==> src/hw/bwd_pkg.sv <==
// Shared constants, types and decode helpers for the board watchdog and its controller
package bwd_pkg;

	localparam logic [7:0] WDT_PORT_ADDR = 8'h76;
	localparam logic [7:0] FACTOR_DISABLE = 8'h00;
	localparam logic [7:0] FACTOR_RESET_BASE = 8'h80;
	localparam logic [7:0] FACTOR_INT_BASE = 8'hC0;
	localparam logic [7:0] FACTOR_MODE_MASK = 8'hF8;
	localparam int PERIOD_LSB = 0;
	localparam int PERIOD_W = 3;
	localparam int TICKS_W = 4;
	localparam logic [TICKS_W-1:0] CODE0_TICKS = 4'h1;
	localparam logic [TICKS_W-1:0] UNIT_TICKS = 4'h2;

	localparam int CLK_HZ = 50_000_000;
	localparam int TICK_S = 3;
	localparam int TICK_CYCLES = TICK_S * CLK_HZ;
	localparam int BLINK_MS = 250;
	localparam int BLINK_CYCLES = BLINK_MS * (CLK_HZ / 1000);
	localparam int RESET_PULSE_US = 2;
	localparam int RESET_PULSE_CYCLES = (RESET_PULSE_US * CLK_HZ + 999_999) / 1_000_000;

	localparam int APB_AW = 8;
	localparam logic [APB_AW-1:0] REG_CMD = 8'h00;
	localparam logic [APB_AW-1:0] REG_STATUS = 8'h04;
	localparam logic [APB_AW-1:0] REG_INT_STAT = 8'h08;
	localparam logic [APB_AW-1:0] REG_INT_MASK = 8'h0C;
	localparam int INT_W = 2;
	localparam int EV_IRQ = 0;
	localparam int EV_RESET = 1;
	localparam int ST_IRQ = 0;
	localparam int ST_RESET = 1;

	typedef enum logic [1:0] {
		WD_OFF = 2'b00,
		WD_COUNT = 2'b01,
		WD_ALERT = 2'b10,
		WD_PULSE = 2'b11
	} bwd_state_type;

	typedef enum logic {
		MODE_RESET = 1'b0,
		MODE_INT = 1'b1
	} bwd_mode_type;

	typedef enum logic [1:0] {
		CMD_IGNORE = 2'b00,
		CMD_DISABLE = 2'b01,
		CMD_ARM_RESET = 2'b10,
		CMD_ARM_INT = 2'b11
	} bwd_cmd_type;

	function automatic bwd_cmd_type bwd_decode(input logic [7:0] factor);
		if (factor == FACTOR_DISABLE)
			return CMD_DISABLE;
		else if ((factor & FACTOR_MODE_MASK) == FACTOR_RESET_BASE)
			return CMD_ARM_RESET;
		else if ((factor & FACTOR_MODE_MASK) == FACTOR_INT_BASE)
			return CMD_ARM_INT;
		else
			return CMD_IGNORE;
	endfunction

	function automatic logic [TICKS_W-1:0] bwd_period_ticks(input logic [PERIOD_W-1:0] code);
		if (code == '0)
			return CODE0_TICKS;
		else
			return TICKS_W'(code) * UNIT_TICKS;
	endfunction

	function automatic logic bwd_mapped(input logic [APB_AW-1:0] addr);
		return (addr == REG_CMD) || (addr == REG_STATUS) || (addr == REG_INT_STAT) || (addr == REG_INT_MASK);
	endfunction

endpackage

==> src/hw/bwd_link_if.sv <==
// I/O write link between host controller and watchdog, with the watchdog's action lines
`timescale 1ns/1ns
interface bwd_link_if;
	logic io_wr;
	logic [7:0] io_addr;
	logic [7:0] io_data;
	logic wdt_irq;
	logic sys_reset;

	modport dev(
		input io_wr,
		input io_addr,
		input io_data,
		output wdt_irq,
		output sys_reset
	);

	modport host(
		output io_wr,
		output io_addr,
		output io_data,
		input wdt_irq,
		input sys_reset
	);
endinterface

==> src/hw/bwd_device.sv <==
// Board watchdog timer: factor register, prescaled time base, expiry actions and status LED
//
// Notes on behaviour
// Reset leaves watchdog disabled and silent
// Factor write to port 76H starts counting
// Factors 80H-87H select reset on expiry
// Factors C0H-C7H select interrupt on expiry
// Unit six seconds; code 0 three seconds
// Valid factor write restarts count from zero, except during the reset pulse or the expiry cycle
// Expiry gives reset pulse or interrupt
// LED blinks while enabled, dark otherwise
// New factor takes effect immediately
// Writing 00H disables watchdog entirely, except during the reset pulse or the expiry cycle
// Host rewrites factor within every period
// Host arms before unmasking interrupt path
// Prescaled tick; fixed-length reset pulse
`timescale 1ns/1ns
module bwd_device #(
	parameter int TICK_CYCLES = bwd_pkg::TICK_CYCLES,
	parameter int BLINK_CYCLES = bwd_pkg::BLINK_CYCLES,
	parameter int PULSE_CYCLES = bwd_pkg::RESET_PULSE_CYCLES
)(
	input wire logic CLK_IN,
	input wire logic RST_N_IN,
	input wire logic CE_IN,
	bwd_link_if.dev LINK,
	output logic LED_OUT,
	output logic ENABLED_OUT,
	output bwd_pkg::bwd_mode_type MODE_OUT,
	output logic [bwd_pkg::PERIOD_W-1:0] PERIOD_OUT
);
	import bwd_pkg::*;

	localparam int TW = (TICK_CYCLES > 1) ? $clog2(TICK_CYCLES) : 1;
	localparam int BW = (BLINK_CYCLES > 1) ? $clog2(BLINK_CYCLES) : 1;
	localparam int PW = (PULSE_CYCLES > 1) ? $clog2(PULSE_CYCLES) : 1;

	bwd_state_type state_ff;
	bwd_state_type nxt_state;
	bwd_mode_type mode_ff;
	logic [PERIOD_W-1:0] period_ff;
	logic [TW-1:0] presc_ff;
	logic [TICKS_W-1:0] ticks_ff;
	logic [BW-1:0] blink_ff;
	logic [PW-1:0] pulse_ff;
	logic led_ff;
	logic enabled_ff;
	logic irq_ff;
	logic reset_ff;

	logic port_hit;
	bwd_cmd_type cmd;
	logic arm_hit;
	logic off_hit;
	logic tick;
	logic expire;
	logic pulse_done;
	logic restart;

	// Only writes aimed at the watchdog port count; others on the link belong to other devices
	assign port_hit = LINK.io_wr && (LINK.io_addr == WDT_PORT_ADDR);
	assign cmd = port_hit ? bwd_decode(LINK.io_data) : CMD_IGNORE;
	assign arm_hit = (cmd == CMD_ARM_RESET) || (cmd == CMD_ARM_INT);
	assign off_hit = (cmd == CMD_DISABLE);

	assign tick = (presc_ff == TW'(TICK_CYCLES - 1));
	assign expire = (state_ff == WD_COUNT) && tick
		&& ((ticks_ff + 1'b1) == bwd_period_ticks(period_ff));
	assign pulse_done = (pulse_ff == PW'(PULSE_CYCLES - 1));

	// Expiry in the same cycle as a trigger wins, so a late trigger cannot hide a time-out
	always_comb
	begin
		nxt_state = state_ff;
		case (state_ff)
			WD_OFF:
			begin
				if (arm_hit)
					nxt_state = WD_COUNT;
			end
			WD_COUNT:
			begin
				if (expire)
					nxt_state = (mode_ff == MODE_INT) ? WD_ALERT : WD_PULSE;
				else if (off_hit)
					nxt_state = WD_OFF;
			end
			WD_ALERT:
			begin
				if (off_hit)
					nxt_state = WD_OFF;
				else if (arm_hit)
					nxt_state = WD_COUNT;
			end
			WD_PULSE:
			begin
				// The board reset that follows clears everything anyway; writes are ignored here
				if (pulse_done)
					nxt_state = WD_OFF;
			end
			default:
			begin
				nxt_state = WD_OFF;
			end
		endcase
	end

	// A trigger restarts the measurement whenever the next state still counts
	assign restart = (nxt_state == WD_COUNT) && ((state_ff != WD_COUNT) || arm_hit);

	always_ff @(posedge CLK_IN or negedge RST_N_IN)
	begin
		if (!RST_N_IN)
			state_ff <= WD_OFF;
		else if (CE_IN)
			state_ff <= nxt_state;
	end

	always_ff @(posedge CLK_IN or negedge RST_N_IN)
	begin
		if (!RST_N_IN)
		begin
			mode_ff <= MODE_RESET;
			period_ff <= '0;
		end
		else if (CE_IN && restart && arm_hit)
		begin
			mode_ff <= (cmd == CMD_ARM_INT) ? MODE_INT : MODE_RESET;
			period_ff <= LINK.io_data[PERIOD_LSB +: PERIOD_W];
		end
	end

	always_ff @(posedge CLK_IN or negedge RST_N_IN)
	begin
		if (!RST_N_IN)
			presc_ff <= '0;
		else if (CE_IN)
		begin
			if (restart || (nxt_state != WD_COUNT) || tick)
				presc_ff <= '0;
			else
				presc_ff <= presc_ff + 1'b1;
		end
	end

	always_ff @(posedge CLK_IN or negedge RST_N_IN)
	begin
		if (!RST_N_IN)
			ticks_ff <= '0;
		else if (CE_IN)
		begin
			if (restart || (nxt_state != WD_COUNT))
				ticks_ff <= '0;
			else if (tick)
				ticks_ff <= ticks_ff + 1'b1;
		end
	end

	always_ff @(posedge CLK_IN or negedge RST_N_IN)
	begin
		if (!RST_N_IN)
			pulse_ff <= '0;
		else if (CE_IN)
		begin
			if (state_ff == WD_PULSE && !pulse_done)
				pulse_ff <= pulse_ff + 1'b1;
			else
				pulse_ff <= '0;
		end
	end

	// Action lines follow the next state so they rise together with it
	always_ff @(posedge CLK_IN or negedge RST_N_IN)
	begin
		if (!RST_N_IN)
		begin
			irq_ff <= 1'b0;
			reset_ff <= 1'b0;
		end
		else if (CE_IN)
		begin
			irq_ff <= (nxt_state == WD_ALERT);
			reset_ff <= (nxt_state == WD_PULSE);
		end
	end

	// LED blinks through count and alert; a stuck-on LED would look like a live timer
	always_ff @(posedge CLK_IN or negedge RST_N_IN)
	begin
		if (!RST_N_IN)
		begin
			blink_ff <= '0;
			led_ff <= 1'b0;
			enabled_ff <= 1'b0;
		end
		else if (CE_IN)
		begin
			enabled_ff <= (nxt_state == WD_COUNT) || (nxt_state == WD_ALERT);
			if ((nxt_state != WD_COUNT) && (nxt_state != WD_ALERT))
			begin
				blink_ff <= '0;
				led_ff <= 1'b0;
			end
			else if (blink_ff == BW'(BLINK_CYCLES - 1))
			begin
				blink_ff <= '0;
				led_ff <= !led_ff;
			end
			else
			begin
				blink_ff <= blink_ff + 1'b1;
			end
		end
	end

	assign LINK.wdt_irq = irq_ff;
	assign LINK.sys_reset = reset_ff;
	assign LED_OUT = led_ff;
	assign ENABLED_OUT = enabled_ff;
	assign MODE_OUT = mode_ff;
	assign PERIOD_OUT = period_ff;

endmodule

==> src/flat_wrapper.sv <==
// flat-port wrapper written by rule: the top's interface ports become plain ports
module bwd_device_flat import bwd_pkg::*;
#(
	parameter int TICK_CYCLES = bwd_pkg::TICK_CYCLES,
	parameter int BLINK_CYCLES = bwd_pkg::BLINK_CYCLES,
	parameter int PULSE_CYCLES = bwd_pkg::RESET_PULSE_CYCLES
)
  (CLK_IN, RST_N_IN, CE_IN, LED_OUT, ENABLED_OUT, MODE_OUT, PERIOD_OUT, LINK_io_wr, LINK_io_addr, LINK_io_data, LINK_wdt_irq, LINK_sys_reset);
  bwd_link_if LINK_i ();
  input wire logic CLK_IN;
  input wire logic RST_N_IN;
  input wire logic CE_IN;
  output logic LED_OUT;
  output logic ENABLED_OUT;
  output bwd_pkg::bwd_mode_type MODE_OUT;
  output logic [bwd_pkg::PERIOD_W-1:0] PERIOD_OUT;
  input wire logic [$bits(LINK_i.io_wr)-1:0] LINK_io_wr;
  input wire logic [$bits(LINK_i.io_addr)-1:0] LINK_io_addr;
  input wire logic [$bits(LINK_i.io_data)-1:0] LINK_io_data;
  output wire logic [$bits(LINK_i.wdt_irq)-1:0] LINK_wdt_irq;
  output wire logic [$bits(LINK_i.sys_reset)-1:0] LINK_sys_reset;
  assign LINK_i.io_wr = LINK_io_wr;
  assign LINK_i.io_addr = LINK_io_addr;
  assign LINK_i.io_data = LINK_io_data;
  assign LINK_wdt_irq = LINK_i.wdt_irq;
  assign LINK_sys_reset = LINK_i.sys_reset;
  bwd_device #(.TICK_CYCLES(TICK_CYCLES), .BLINK_CYCLES(BLINK_CYCLES), .PULSE_CYCLES(PULSE_CYCLES)) u_core (.CLK_IN(CLK_IN), .RST_N_IN(RST_N_IN), .CE_IN(CE_IN), .LINK(LINK_i), .LED_OUT(LED_OUT), .ENABLED_OUT(ENABLED_OUT), .MODE_OUT(MODE_OUT), .PERIOD_OUT(PERIOD_OUT));
endmodule
==> config.mk <==
export PLATFORM = sky130hd
export DESIGN_NAME = bwd_device_flat
export DESIGN_NICKNAME = d
export VERILOG_FILES = /design/src/hw/bwd_pkg.sv /design/src/hw/bwd_link_if.sv /design/src/hw/bwd_device.sv /design/src/flat_wrapper.sv
export SDC_FILE = /design/constraint.sdc
export NUM_CORES = 1
export LEC_CHECK = 0
export BUFFER_PORTS_ARGS = -buffer_cell sky130_fd_sc_hd__buf_2
export CAP_MARGIN = 30
export CELL_PAD_IN_SITES_DETAIL_PLACEMENT = 0
export CELL_PAD_IN_SITES_GLOBAL_PLACEMENT = 1
export CORE_MARGIN = 1
export CORE_UTILIZATION = 47
export DETAILED_ROUTE_END_ITERATION = 7
export PLACE_DENSITY = 0.89
export SYNTH_ARGS = -nofsm -noshare
export SYNTH_HDL_FRONTEND = slang
export SYNTH_SLANG_ARGS = --single-unit
==> constraint.sdc <==
create_clock -name CLK_IN -period 4.1 [get_ports CLK_IN]
set_input_delay 0.205 -clock CLK_IN [delete_from_list [all_inputs] [get_ports CLK_IN]]
set_output_delay 0.205 -clock CLK_IN [all_outputs]
set_load 0.1 [all_outputs]
==> results.md <==
* Cell depth of the worst flop-to-flop path at 12
* Iteration-0 DRC Markers at 145
* Flop-to-flop setup slack at 0.58 ns
* Met2 usage at 0.3533
* Crit-path cells: ha_1, nand3_1, or4_4, a211oi_1, a211oi_1, nor3_1, ha_1, nand2_1, a21oi_1, a21oi_4, buf_4, and2b_1
* Final setup violation count at 0
* Die Y at 94.53 um
* Final period util at 0.8585
* Hold Startpoint: LINK_io_data[0]
* Worst path max stage delay at 0.59 ns
* Detailed Routing Iterations Pass 1 at 4
* Max Root-Sink Buffers at 2
* Root Driver: clkbuf_8
* Clock power frac at 0.360
* Reported net switching power at 0.4113 mW
* Slew margin rel. at 0.5972
* DP Wirelength at 6.030 mm
* Antenna violations before repair at 0
* Leak at 1.832 nW
* Peak supply drop at 0.1931 mV
* Met3 Track Usage GR at 0.04750
* Setup TNS at 0 ns
* Crit path buf inv count at 1
* Number of cells on the critical path at 12
* Final wirelength at 8.622 mm
* Synth Area in Adders at 0.02177
* PD cells at 332.5 mW/mm^2
* Synth area leader: dfrtp_1
* Skew final at 0.01005 ns
* IO buf count at 27
* Synth Flop Type: dfrtp_1
* Max Fclk at 284.1 MHz
* Sequential cell fraction of total power at 0.523
* Final Critical Period at 3.520 ns
* Post-synth cell types at 54
* Mux share of post-synthesis cell area at 0.03078
* Setup ws final at 0.5802 ns
* Outcome: finished clean
* Hold Path Sink: u_core.PERIOD_OUT[0]
* CP Max Fanout at 15
* MaxCap Viol Count at 0
* Top-count cell post-synth: dfrtp_1
* Sw Share at 0.2768
* Grt total ovfl at 0
* Part of the Yosys area used for sequential elements at 0.4540
* P_int at 1.075 mW
* Critical Path Sink Type: flip-flop
* Syn Inst Count at 421
* Pre-CTS setup slack at 0.6977 ns
* Ant diodes at 0
* First-pass GRT wire length at 14.72 mm
* Vias per cell at 5.651
* Simple-gate portion of the synthesized area at 0.2830
* XOR/XNOR share of the synthesized area at 0.1132
* Comb power frac at 0.116
* Critical path class: reg -> reg
* Reg2Reg Capture Point: u_core.presc_ff[13]
* Die X at 94.53 um
* Worst hold stages at 2
* Max stage delay cell, worst path: or4_4
* DR vias at 3,170
* Clock Latency Late Sink at 0.34 ns
* GPL Wtd Cong at 0.8285
* RSZ-0062 raised after global routing: false
* #FFs+latches synth at 73
* Sinks on Clock Net at 73
* Total die area at 0.008935 mm^2
* Largest net degree at the start of global routing at 35
* Net Count, Synth at 448
* # IOs at 28
* Nets at 479
* H-tree levels at 3
* GR peak layer: met2
* CTS buffer count at 9
* Core footprint at 0.008258 mm^2
* DRC viols at 0
* Final ANT Viol Nets at 0
* Synth Warn # at 0
* Synth-to-Final Area Change at 11.07%
* Number of flops mapped to enable cells by yosys at 0
* Largest family of logic cells by synthesized area: simple AND/OR/NAND/NOR gates
* Met1 Use GR at 0.2674
* Top cell family by delay on the critical path: simple AND/OR/NAND/NOR gates
* Compound-cell area share of the yosys netlist at 0.06965
* Post-synth top area share at 0.4540
* Tot GR Track Use at 0.2107
* Worst EP arrival at 3.80 ns
* Post-CTS setup repair buffer count at 0
* Worst min path class: in -> reg
* Post-CTS sizing at 0
* Share of cells above drive strength 1 at 0.1272
* Ranking of synthesized cells by area: dfrtp_1 45%, xnor2_1 8.5%, nor2_1 6.3%, nand4_1 3.1%, xor2_1 2.8%
* Final slew viol count at 0
* Initial Util at 0.4873
* Slew @ Worst Pin at 0.6041 ns
* Hold_buf cts at 1
* CTS tree: yes
* Worst EP required at 4.39 ns
* Synth async-reset ratio at 1.000
* FP Rows at 33
* Startpoint Class: flip-flop
* WL/cell at 15.37 um
* Vias in the first global route at 3,199
* Avg Cell Area, Syn at 9.558 um^2
* FF-to-FF Start: u_core.presc_ff[0]
* Endpoints failing hold at 0
* Netlist Area Pre-Place at 0.004024 mm^2
* Clk slew on worst S/H paths at 0.08 ns
* Post-synth top cells: 73 x dfrtp_1, 68 x nor2_1, 39 x xnor2_1
## power by group through the flow
stage	clock network, mW	registers (mW)	logic (mW)
after floorplan	0	0.833	0.0718
after CTS	0.554	0.776	0.175
after global placement	0	0.788	0.166
after global routing	0.580	0.783	0.189
final	0.536	0.777	0.173
after detailed placement	0	0.790	0.174
## layout make-up
class | instances | area (um^2)
timing repair buffer | 32 | 195.2
sequential | 73 | 1827
clock inverter | 3 | 42.54
clock buffer | 12 | 135.1
fill | 756 | 3789
multi-input combinational | 322 | 2086
tap | 105 | 131.4
inverter | 14 | 52.55
## placed cells by master (no fill, tap or decap), types with 6 or more instances in the layout
cell | Yosys | layout
xnor2_1 | 39 | 39
mux2_2 | 7 | 7
and4_1 | 6 | 6
xor2_1 | 13 | 13
and3_1 | 8 | 8
ha_1 | 7 | 7
nor4_1 | 14 | 14
clkbuf_8 | 0 | 9
buf_2 | 2 | 27
nor2_1 | 68 | 68
inv_1 | 14 | 14
nand2_1 | 28 | 28
dfrtp_1 | 73 | 73
o21ai_0 | 6 | 6
nand4_1 | 20 | 20
nand3_1 | 21 | 21
nor3_1 | 20 | 20
## through the flow
step / hold slack, ns / area [um^2] / instances / total power [mW] / util
6_report: 0.1003 / 4469 / 561 / 1.486 / 0.5412
5_1_grt: 0.1007 / 4469 / 561 / 1.553 / 0.5412
4_1_cts: 0.08830 / 4469 / 561 / 1.505 / 0.5412
3_5_place_dp: 0.2285 / 4282 / 545 / 0.9638 / 0.5185
3_3_place_gp: 0.4324 / 4254 / 544 / 0.9540 / 0.5152
2_1_floorplan: -0.09059 / 4024 / 421 / 0.9053 / -
## per-layer routing
layer / part of all wire / up-vias
met5: 0 / -
met4: 0.013 / 0
met3: 0.028 / 10
met2: 0.48 / 42
met1: 0.48 / 1549
li1: - / 1569
## worst max path at each step
stage                          from                   to
2_1_floorplan  u_core.PERIOD_OUT[2]   u_core.ticks_ff[0]
3_3_place_gp     u_core.presc_ff[0]  u_core.presc_ff[13]
3_5_place_dp     u_core.presc_ff[0]  u_core.presc_ff[13]
4_1_cts          u_core.presc_ff[0]  u_core.presc_ff[13]
5_1_grt          u_core.presc_ff[0]  u_core.presc_ff[13]
6_report         u_core.presc_ff[0]  u_core.presc_ff[13]
## flip-flops by register name (all words and copies together) (netlist names)
signal / count
u_core.pulse_ff: 7
u_core.PERIOD_OUT: 3
u_core.MODE_OUT: 1
u_core.presc_ff: 28
u_core.blink_ff: 24
u_core.LED_OUT: 1
u_core.ticks_ff: 4
u_core.state_ff: 2
u_core.LINK.wdt_irq: 1
u_core.LINK.sys_reset: 1
u_core.ENABLED_OUT: 1
## worst register-to-register path: stages, from the launching register on
cell,delay [ns]
dfrtp_1,0.39
ha_1,0.21
nand3_1,0.15
or4_4,0.59
a211oi_1,0.22
a211oi_1,0.13
nor3_1,0.32
ha_1,0.23
nand2_1,0.09
a21oi_1,0.48
a21oi_4,0.24
buf_4,0.24
and2b_1,0.19
## cells by family after synthesis
group	Yosys count
simple gates	214
flops	73
xor+xnor	52
compound gates	38
buf+inv	26
mux	11
fa+ha+maj	7
Note: power is estimated with default switching activity, not from simulation.
